<file path="src/rtl/gpio_six_seven_pkg.sv">
package gpio_six_seven_pkg;

    // Register indexes; byte address on the bus is four times the index
    localparam logic [9:0] IDX_DEVICE_CONTROL = 10'h030;
    localparam logic [9:0] IDX_IO_BASE_ADDRESS = 10'h060;
    localparam logic [9:0] IDX_GROUP0_FUNCTION = 10'h0E0;
    localparam logic [9:0] IDX_GROUP6_DIRECTION = 10'h0F8;
    localparam logic [9:0] IDX_GROUP6_DATA = 10'h0F9;
    localparam logic [9:0] IDX_GROUP6_INVERSION = 10'h0FA;
    localparam logic [9:0] IDX_GROUP6_STATUS = 10'h0FB;
    localparam logic [9:0] IDX_GROUP7_DIRECTION = 10'h0FC;
    localparam logic [9:0] IDX_GROUP7_DATA = 10'h0FD;
    localparam logic [9:0] IDX_GROUP7_INVERSION = 10'h0FE;
    localparam logic [9:0] IDX_GROUP7_STATUS = 10'h0FF;
    localparam logic [9:0] IDX_IRQ_STATUS = 10'h100;
    localparam logic [9:0] IDX_IRQ_MASK = 10'h101;

    // Reset values
    localparam logic [7:0] RST_DEVICE_CONTROL = 8'h01;
    localparam logic [15:0] RST_IO_BASE_ADDRESS = 16'h0000;
    localparam logic [7:0] RST_BYTE_ZERO = 8'h00;
    localparam logic [7:0] RST_GROUP6_DIRECTION = 8'hFF;
    localparam logic [7:0] RST_GROUP7_DIRECTION = 8'h02;
    localparam logic [8:0] RST_IRQ = 9'h000;

    // Field layout
    localparam logic [7:0] DEVICE_CONTROL_MASK = 8'h03;
    localparam int WATCHDOG_ENABLE_BIT = 0;
    localparam int BASE_DECODE_BIT = 1;
    localparam logic [7:0] GROUP7_IMPL_MASK = 8'h02;
    localparam int GROUP7_PIN_BIT = 1;
    localparam int IRQ_WIDTH = 9;
    localparam int IRQ_GROUP7_BIT = 8;

    // Alternate function of a group-zero pin, by pin index modulo four
    localparam logic [1:0] ALT_SUSPEND_LED = 2'h0;
    localparam logic [1:0] ALT_WATCHDOG = 2'h1;
    localparam logic [1:0] ALT_GREEN_LED = 2'h2;
    localparam logic [1:0] ALT_YELLOW_LED = 2'h3;

endpackage : gpio_six_seven_pkg

</file>
<file path="src/rtl/gpio_group_six_seven_port.sv">
// Overview of operation
// Output bits keep written data, drive it to the pin, read it back.
// Input bits read the pin level; writes to them are ignored.
// Inversion bit 1 inverts data against pin, for inputs and outputs alike.
// Any rising or falling pin edge sets that pin's event status bit.
// Reading an event status register clears its implemented bits.
// Group-six status bits 7..0 follow group-six pins 7..0.
// Group seven implements bit 1 only; all other bits are reserved.
// Group-seven direction 0 is output, 1 input; resets to 02h.
// Control bit 1 turns the base address decode mode on.
// Control bit 0 enables the first watchdog; control resets to 01h.
// Sixteen-bit base address register, resets to zero.
// Group-zero select bits route LED, watchdog or suspend outputs to pins.
// Control and base address registers reset by the bus reset.
// Group registers reset only by their own group master reset.
// Pins synchronised before edge detection; an edge beats a clearing read.
//
// Added by the designer: register access over Wishbone.
`timescale 1ns/1ps

module gpio_group_six_seven_port (
    input wire logic clk_i,
    input wire logic rst_i,
    input wire logic group0_master_reset_i,
    input wire logic group6_master_reset_i,
    input wire logic group7_master_reset_i,
    input wire logic wb_cyc_i,
    input wire logic wb_stb_i,
    input wire logic wb_we_i,
    input wire logic [11:0] wb_adr_i,
    input wire logic [3:0] wb_sel_i,
    input wire logic [31:0] wb_dat_i,
    output logic [31:0] wb_dat_o,
    output logic wb_ack_o,
    input wire logic [7:0] group6_pin_i,
    output logic [7:0] group6_pin_o,
    output logic [7:0] group6_pin_oe_o,
    input wire logic group7_pin1_i,
    output logic group7_pin1_o,
    output logic group7_pin1_oe_o,
    input wire logic [7:0] group0_gpio_out_i,
    input wire logic [7:0] group0_gpio_oe_i,
    input wire logic yellow_led_out_i,
    input wire logic green_led_out_i,
    input wire logic watchdog_timeout_out_i,
    input wire logic suspend_led_out_i,
    output logic [7:0] group0_pin_o,
    output logic [7:0] group0_pin_oe_o,
    output logic first_watchdog_enable_o,
    output logic base_decode_active_o,
    output logic [15:0] io_base_address_o,
    output logic irq_o
);

    typedef struct packed {
        logic [7:0] dev_ctrl;
        logic [15:0] base_addr;
        logic [7:0] g0_func;
        logic [7:0] g6_dir;
        logic [7:0] g6_data;
        logic [7:0] g6_inv;
        logic [7:0] g6_stat;
        logic [7:0] g7_dir;
        logic [7:0] g7_data;
        logic [7:0] g7_inv;
        logic [7:0] g7_stat;
        logic [7:0] g6_s1;
        logic [7:0] g6_s2;
        logic [7:0] g6_s3;
        logic g7_s1;
        logic g7_s2;
        logic g7_s3;
        logic [8:0] irq_stat;
        logic [8:0] irq_mask;
        logic ack;
        logic [31:0] rdata;
    } state_type;

    state_type state;
    state_type next_state;

    logic bus_req;
    logic wr_commit;
    logic rd_commit;

    logic [7:0] g6_edge;
    logic [7:0] g7_edge;
    logic [8:0] events;
    logic [7:0] g7_pin_sync;
    logic [7:0] g7_pin_vec;

    // Register select on the word index of the byte address
    function automatic logic hit(input logic [11:0] adr, input logic [9:0] idx);
        hit = (adr[11:2] == idx);
    endfunction : hit

    // Merge write data into bits that are not inputs; input bits keep their value
    function automatic logic [7:0] merge_out(input logic [7:0] old, input logic [7:0] wd,
                                             input logic [7:0] dir);
        merge_out = (old & dir) | (wd & ~dir);
    endfunction : merge_out

    // Data read: outputs show the stored value, inputs the synchronised pin
    function automatic logic [7:0] data_view(input logic [7:0] data, input logic [7:0] pin,
                                             input logic [7:0] inv, input logic [7:0] dir);
        data_view = (data & ~dir) | ((pin ^ inv) & dir);
    endfunction : data_view

    // Commit happens on the edge where the master samples ack
    assign bus_req = wb_cyc_i & wb_stb_i;
    assign wr_commit = bus_req & state.ack & wb_we_i;
    assign rd_commit = bus_req & state.ack & ~wb_we_i;

    // Group-seven layout, declared before any use
    localparam logic [7:0] GROUP7_IMPL_MASK_L = gpio_six_seven_pkg::GROUP7_IMPL_MASK;
    localparam int GROUP7_PIN_BIT_L = gpio_six_seven_pkg::GROUP7_PIN_BIT;

    // Edges are seen only after two synchronising flops
    assign g6_edge = state.g6_s2 ^ state.g6_s3;
    assign g7_pin_sync = {6'h00, state.g7_s2, 1'h0};
    assign g7_pin_vec = {6'h00, state.g7_s3, 1'h0};
    assign g7_edge = (g7_pin_sync ^ g7_pin_vec) & GROUP7_IMPL_MASK_L;
    assign events = {g7_edge[GROUP7_PIN_BIT_L], g6_edge};

    // Next-state logic: bus slave, pin capture, status, then resets
    always_comb begin
        next_state = state;
        next_state.ack = bus_req & ~state.ack;

        next_state.g6_s1 = group6_pin_i;
        next_state.g6_s2 = state.g6_s1;
        next_state.g6_s3 = state.g6_s2;

        next_state.g7_s1 = group7_pin1_i;
        next_state.g7_s2 = state.g7_s1;
        next_state.g7_s3 = state.g7_s2;

        // Read data is captured when the request is first seen
        if (bus_req && !state.ack) begin
            next_state.rdata = 32'h0000_0000;
            case (wb_adr_i[11:2])
                gpio_six_seven_pkg::IDX_DEVICE_CONTROL: next_state.rdata[7:0] = state.dev_ctrl;
                gpio_six_seven_pkg::IDX_IO_BASE_ADDRESS: next_state.rdata[15:0] = state.base_addr;
                gpio_six_seven_pkg::IDX_GROUP0_FUNCTION: next_state.rdata[7:0] = state.g0_func;
                gpio_six_seven_pkg::IDX_GROUP6_DIRECTION: next_state.rdata[7:0] = state.g6_dir;
                gpio_six_seven_pkg::IDX_GROUP6_DATA: begin
                    next_state.rdata[7:0] = data_view(state.g6_data, state.g6_s2, state.g6_inv,
                                                      state.g6_dir);
                end
                gpio_six_seven_pkg::IDX_GROUP6_INVERSION: next_state.rdata[7:0] = state.g6_inv;
                gpio_six_seven_pkg::IDX_GROUP6_STATUS: next_state.rdata[7:0] = state.g6_stat;
                gpio_six_seven_pkg::IDX_GROUP7_DIRECTION: next_state.rdata[7:0] = state.g7_dir;
                gpio_six_seven_pkg::IDX_GROUP7_DATA: begin
                    next_state.rdata[7:0] = data_view(state.g7_data, g7_pin_sync, state.g7_inv,
                                                      state.g7_dir) & GROUP7_IMPL_MASK_L;
                end
                gpio_six_seven_pkg::IDX_GROUP7_INVERSION: next_state.rdata[7:0] = state.g7_inv;
                gpio_six_seven_pkg::IDX_GROUP7_STATUS: next_state.rdata[7:0] = state.g7_stat;
                gpio_six_seven_pkg::IDX_IRQ_STATUS: next_state.rdata[8:0] = state.irq_stat;
                gpio_six_seven_pkg::IDX_IRQ_MASK: next_state.rdata[8:0] = state.irq_mask;
                default: next_state.rdata = 32'h0000_0000; // Unmapped reads as zero
            endcase
        end

        // Only bits reported in the captured read data are cleared, so an edge
        // landing between capture and commit survives the read
        next_state.g6_stat = state.g6_stat | g6_edge;
        next_state.g7_stat = state.g7_stat | g7_edge;
        next_state.irq_stat = state.irq_stat | events;

        if (rd_commit && hit(wb_adr_i, gpio_six_seven_pkg::IDX_GROUP6_STATUS)) begin
            next_state.g6_stat = (state.g6_stat & ~state.rdata[7:0]) | g6_edge;
        end

        if (rd_commit && hit(wb_adr_i, gpio_six_seven_pkg::IDX_GROUP7_STATUS)) begin
            next_state.g7_stat = (state.g7_stat & ~state.rdata[7:0]) | g7_edge;
        end

        if (rd_commit && hit(wb_adr_i, gpio_six_seven_pkg::IDX_IRQ_STATUS)) begin
            next_state.irq_stat = (state.irq_stat & ~state.rdata[8:0]) | events;
        end

        // Register writes; byte lane 0 carries every 8-bit register
        if (wr_commit && wb_sel_i[0]) begin
            case (wb_adr_i[11:2])
                gpio_six_seven_pkg::IDX_DEVICE_CONTROL: begin
                    next_state.dev_ctrl = wb_dat_i[7:0] & gpio_six_seven_pkg::DEVICE_CONTROL_MASK;
                end
                gpio_six_seven_pkg::IDX_IO_BASE_ADDRESS: next_state.base_addr[7:0] = wb_dat_i[7:0];
                gpio_six_seven_pkg::IDX_GROUP0_FUNCTION: next_state.g0_func = wb_dat_i[7:0];
                gpio_six_seven_pkg::IDX_GROUP6_DIRECTION: next_state.g6_dir = wb_dat_i[7:0];
                gpio_six_seven_pkg::IDX_GROUP6_DATA: begin
                    next_state.g6_data = merge_out(state.g6_data, wb_dat_i[7:0], state.g6_dir);
                end
                gpio_six_seven_pkg::IDX_GROUP6_INVERSION: next_state.g6_inv = wb_dat_i[7:0];
                gpio_six_seven_pkg::IDX_GROUP7_DIRECTION: begin
                    next_state.g7_dir = wb_dat_i[7:0] & GROUP7_IMPL_MASK_L;
                end
                gpio_six_seven_pkg::IDX_GROUP7_DATA: begin
                    next_state.g7_data = merge_out(state.g7_data, wb_dat_i[7:0], state.g7_dir)
                                         & GROUP7_IMPL_MASK_L;
                end
                gpio_six_seven_pkg::IDX_GROUP7_INVERSION: begin
                    next_state.g7_inv = wb_dat_i[7:0] & GROUP7_IMPL_MASK_L;
                end
                gpio_six_seven_pkg::IDX_IRQ_MASK: next_state.irq_mask[7:0] = wb_dat_i[7:0];
                default: next_state.rdata = next_state.rdata; // Status and unmapped: write ignored
            endcase
        end

        // Upper byte lane
        if (wr_commit && wb_sel_i[1] && hit(wb_adr_i, gpio_six_seven_pkg::IDX_IO_BASE_ADDRESS)) begin
            next_state.base_addr[15:8] = wb_dat_i[15:8];
        end
        if (wr_commit && wb_sel_i[1] && hit(wb_adr_i, gpio_six_seven_pkg::IDX_IRQ_MASK)) begin
            next_state.irq_mask[8] = wb_dat_i[8];
        end

        // Each power domain clears only on its own reset
        if (rst_i) begin
            next_state.dev_ctrl = gpio_six_seven_pkg::RST_DEVICE_CONTROL;
            next_state.base_addr = gpio_six_seven_pkg::RST_IO_BASE_ADDRESS;
            next_state.irq_stat = gpio_six_seven_pkg::RST_IRQ;
            next_state.irq_mask = gpio_six_seven_pkg::RST_IRQ;
            next_state.ack = 1'b0;
            next_state.rdata = 32'h0000_0000;
        end

        // Standby domain: one master reset per group
        if (group0_master_reset_i) begin
            next_state.g0_func = gpio_six_seven_pkg::RST_BYTE_ZERO;
        end

        if (group6_master_reset_i) begin
            next_state.g6_dir = gpio_six_seven_pkg::RST_GROUP6_DIRECTION;
            next_state.g6_data = gpio_six_seven_pkg::RST_BYTE_ZERO;
            next_state.g6_inv = gpio_six_seven_pkg::RST_BYTE_ZERO;
            next_state.g6_stat = gpio_six_seven_pkg::RST_BYTE_ZERO;
            next_state.g6_s1 = gpio_six_seven_pkg::RST_BYTE_ZERO;
            next_state.g6_s2 = gpio_six_seven_pkg::RST_BYTE_ZERO;
            next_state.g6_s3 = gpio_six_seven_pkg::RST_BYTE_ZERO;
        end

        if (group7_master_reset_i) begin
            next_state.g7_dir = gpio_six_seven_pkg::RST_GROUP7_DIRECTION;
            next_state.g7_data = gpio_six_seven_pkg::RST_BYTE_ZERO;
            next_state.g7_inv = gpio_six_seven_pkg::RST_BYTE_ZERO;
            next_state.g7_stat = gpio_six_seven_pkg::RST_BYTE_ZERO;
            next_state.g7_s1 = 1'b0;
            next_state.g7_s2 = 1'b0;
            next_state.g7_s3 = 1'b0;
        end
    end

    // Single state register
    always_ff @(posedge clk_i) begin
        state <= next_state;
    end

    // Bus answer and control outputs
    assign wb_ack_o = state.ack;
    assign wb_dat_o = state.rdata;

    assign first_watchdog_enable_o = state.dev_ctrl[gpio_six_seven_pkg::WATCHDOG_ENABLE_BIT];
    assign base_decode_active_o = state.dev_ctrl[gpio_six_seven_pkg::BASE_DECODE_BIT];
    assign io_base_address_o = state.base_addr;
    assign irq_o = |(state.irq_stat & state.irq_mask);

    // Pin drive: direction 0 drives, data is inverted toward the pin when asked
    assign group6_pin_o = state.g6_data ^ state.g6_inv;
    assign group6_pin_oe_o = ~state.g6_dir;
    assign group7_pin1_o = state.g7_data[GROUP7_PIN_BIT_L] ^ state.g7_inv[GROUP7_PIN_BIT_L];
    assign group7_pin1_oe_o = ~state.g7_dir[GROUP7_PIN_BIT_L];

    // Group-zero routing; an alternate function always drives its pin
    generate
        for (genvar i = 0; i < 8; i++) begin : g_group0
            localparam logic [1:0] KIND = 2'(i % 4);
            logic alt;
            always_comb begin
                case (KIND)
                    gpio_six_seven_pkg::ALT_YELLOW_LED: alt = yellow_led_out_i;
                    gpio_six_seven_pkg::ALT_GREEN_LED: alt = green_led_out_i;
                    gpio_six_seven_pkg::ALT_WATCHDOG: alt = watchdog_timeout_out_i;
                    default: alt = suspend_led_out_i;
                endcase
            end
            // Select bit 1 hands the pin to its alternate source
            assign group0_pin_o[i] = state.g0_func[i] ? alt : group0_gpio_out_i[i];
            assign group0_pin_oe_o[i] = state.g0_func[i] | group0_gpio_oe_i[i];
        end
    endgenerate
endmodule : gpio_group_six_seven_port

</file>
<file path="config.mk">
export PLATFORM = sky130hd
export DESIGN_NAME = gpio_group_six_seven_port
export DESIGN_NICKNAME = d
export VERILOG_FILES = /design/src/rtl/gpio_six_seven_pkg.sv /design/src/rtl/gpio_group_six_seven_port.sv
export SDC_FILE = /design/constraint.sdc
export NUM_CORES = 1
export LEC_CHECK = 0
export BUFFER_PORTS_ARGS = -buffer_cell sky130_fd_sc_hd__buf_2
export CAP_MARGIN = 20
export CORE_MARGIN = 2
export CORE_UTILIZATION = 53
export DETAILED_ROUTE_END_ITERATION = 16
export PLACE_DENSITY = 0.93
export SYNTH_ARGS = -nofsm -noshare
export SYNTH_HDL_FRONTEND = slang
export SYNTH_SLANG_ARGS = --single-unit
export TNS_END_PERCENT = 100
</file>
<file path="constraint.sdc">
create_clock -name clk_i -period 2.8 [get_ports clk_i]
set_input_delay 0.7 -clock clk_i [delete_from_list [all_inputs] [get_ports clk_i]]
set_output_delay 0.7 -clock clk_i [all_outputs]
set_load 0.01 [all_outputs]
</file>
==> flow_summary.yaml <==
routing:
  drc: 0
  wl_per_cell_um: 17.59
  viasPerCell: 5.866
  vias: 5719
  drtPass1Iterations: 6
  ant_nets: 0
  drt_iter0_markers: 692
  drt_wl_total_um: 17150
synthesis:
  async_reset_ff_share_pct: 0
  syn_inst: 710
  syn-cell-area_mm2: 0.006203
  ys_ff_latch: 131
  yosys_most_used_dff: "dfxtp_1"
  synth_edf_count: 0
  synth_cell_types: 60
  ys_seq_area_share_pct: 42.28
  yosys_warnings: 0
  synth_area_per_cell_um2: 8.737
power:
  p_leak_nw: 3.164
  ir_drop_mv: 0.5972
  power_mw: 4.576
  powerDensity_mw_per_mm2: 617.4
sta:
  hold_viol_final: 0
  relSlewSlack_pct: 55.90
  drv_slew: 0
  finalSetupTns_ns: 0
  setup_viol: 0
  final.period_utilization_pct: 85.24
  period_minus_slack_ns: 2.387
  fmax_mhz: 419.0
  grt_setup_unrepaired: "no"
  clock_skew_ns: 0.007834
  tightest_slew_ns: 0.6602
critical_path:
  worst-endpoint-arrival_ns: 1.69
  cpPeakStageDelay_ns: 0.34
  crit_fanout: 3
  cp_slowest_cell: "dfxtp_1"
  path_class: "reg -> out"
  worstSetupEndpointType: "primary output"
  crit_chain: "a22o_1 > a221oi_1 > nand3_1 > buf_2"
  cp.required_ns: 2.10
  startpoint_type: "register"
floorplanning:
  core-area_mm2: 0.01142
  initial_utilization_pct: 54.33
  num_rows: 39
  ioPinCount: 171
  dieArea_mm2: 0.01259
  die_w_um: 112.2
  die_y_um: 112.2
status:
  status: "completed"
cells_and_area:
  drive_gt1_share_pct: 26.68
  area_growth_pct: 19.46
  finalNetCount: 905
  insertedDiodeCount: 0
  nFillCells: 916
  fin_cells: 975
clock_network:
  cts-hold-fix-buffers: 0
  cts_tree: "built"
  cts-resized-gates: 0
  post_cts.repair.setup_buffers: 0
  clk_pin_slew_ns: 0.06
  numCtsBuffers: 17
  clock-sinks: 131
  clock_path_buffers: 2
  cts_root_buf: "clkbuf_16"
  clk-insertion-delay-late_ns: 0.43
  h-tree-depth: 4
grt:
  grt_usage_pct: 27.06
  grt_max_degree: 35
  grt.overflow.total: 0
  antenna_found_initial: 0
  grt_pass1_wl_um: 27080
  first_global_vias: 5412
run:
  cap_violations: 0
placement:
  io_buffers: 134
  gp_congestion: 0.8795
  dpl.cell_count: 944
  dp_hpwl_um: 11720
worst_hold_path:
  min_path_type: "reg -> reg"
==> critical path, delay by kind of cell, from the launching register on <==
kind                   cells  cell delay, ns
and+or+nand+nor            1            0.15
DFF                        1            0.34
buffers and inverters      1            0.17
AOI/OAI and AO/OA          2            0.60
==> registers in the layout (all words and copies together) (netlist names), named ones only <==
signal                   cells
base_decode_active_o         1
state                       85
wb_ack_o                     1
g7_pin_vec                   1
io_base_address_o           16
first_watchdog_enable_o      1
wb_dat_o                    16
g7_pin_sync                  1
==> cell families (layout without fill, tap and decap cells) <==
logic type                Yosys count  after routing  share of synthesized area (%)
muxes                              65             65                          10.69
and+or+nand+nor                   280            280                          23.48
xor gates and xnor gates           22             22                          3.106
buffers and inverters              92            199                          8.733
AOI/OAI and AO/OA                 119            119                          11.66
other                               1             16                        0.06045
DFF                               131            131                          42.28
==> routing by layer <==
metal	share of wire, %	up-vias	track usage, %	wire, um
met5	0	-	0	0
met4	3.9	0	12.44	663
met3	10	75	7.883	1750
met2	48	360	44.66	8207
met1	38	2662	32.73	6533
li1	-	2622	-	-
==> cell usage in the layout, fill, tap and decap left out, types with 5 or more instances in the layout <==
cell,netlist,layout
nand2b_1,10,10
xnor2_1,13,13
nand3_1,13,13
nor3_2,9,9
nand4_1,6,6
a22oi_1,5,5
o22ai_1,5,5
nand2_1,98,98
mux2i_1,55,55
dfxtp_1,131,131
conb_1,1,16
a211o_1,9,9
buf_4,49,23
nor3b_1,5,5
nor2b_1,28,28
buf_2,3,134
o21ai_0,18,18
xor2_1,9,9
or2_2,9,9
nor2_1,59,59
a21oi_1,61,61
clkbuf_16,0,17
mux2_2,10,10
nor3_1,8,8
inv_1,11,11
==> worst paths after layout <==
| kind | cells past startpoint | slack (ns) | endpoint | start |
|---|---|---|---|---|
| worst max-delay path | 4 | 0.41 | irq_o | state[45] |
| worst min-delay path | 1 | 0.44 | state[65] | state[73] |
| worst min register to register | 1 | 0.44 | state[65] | state[73] |
| worst max register to register | 6 | 0.97 | state[138] | wb_ack_o |
==> Yosys cell counts (5+ instances only) <==
cell type  instances  share of area [%]
o22ai_1            5               0.50
clkbuf_1          25                1.5
mux2i_1           55                8.9
xnor2_1           13                1.8
a211o_1            9                1.3
nor3_2             9                1.5
inv_1             11               0.67
nor3_1             8               0.65
nand4_1            6               0.61
dfxtp_1          131                 42
a22oi_1            5               0.61
nor3b_1            5               0.61
or2_2              9               0.91
o21ai_0           18                1.5
buf_4             49                5.9
a21oi_1           61                4.9
nand2b_1          10                1.0
nand3_1           13                1.0
xor2_1             9                1.3
mux2_2            10                1.8
nor2b_1           28                2.8
nor2_1            59                3.6
nand2_1           98                5.9
==> power by group <==
part / switching [mW] / internal [mW]
registers: 0.0252 / 1.90
logic: 0.167 / 0.113
clock network: 0.873 / 1.50
total: 1.07 / 3.51
==> through the flow <==
| stage | setup WS (ns) | hold slack, ns | area [um^2] | utilization (%) |
|---|---|---|---|---|
| final | 0.4134 | 0.4353 | 7411 | 64.90 |
| after global routing | 0.4001 | 0.4567 | 7411 | 64.90 |
| after CTS | 0.4608 | 0.4357 | 7411 | 64.90 |
| after detailed placement | 0.2889 | 0.4226 | 6782 | 59.39 |
| after global placement | 0.3034 | 0.4166 | 6782 | 59.39 |
| after floorplan | 0.5473 | 0.4138 | 6260 | - |
==> final cells by class <==
type / instances / area (um^2) / area share [%]
clock buffers: 17 / 425.4 / 5.740
clock inverters: 14 / 203.9 / 2.752
inverters: 11 / 41.29 / 0.5571
multi-input cells: 502 / 3095 / 41.77
flip-flops and latches: 131 / 2623 / 35.39
well taps: 143 / 178.9 / 2.414
repair buffers: 157 / 843.3 / 11.38
No activity file was read; power rests on OpenSTA's default activity.
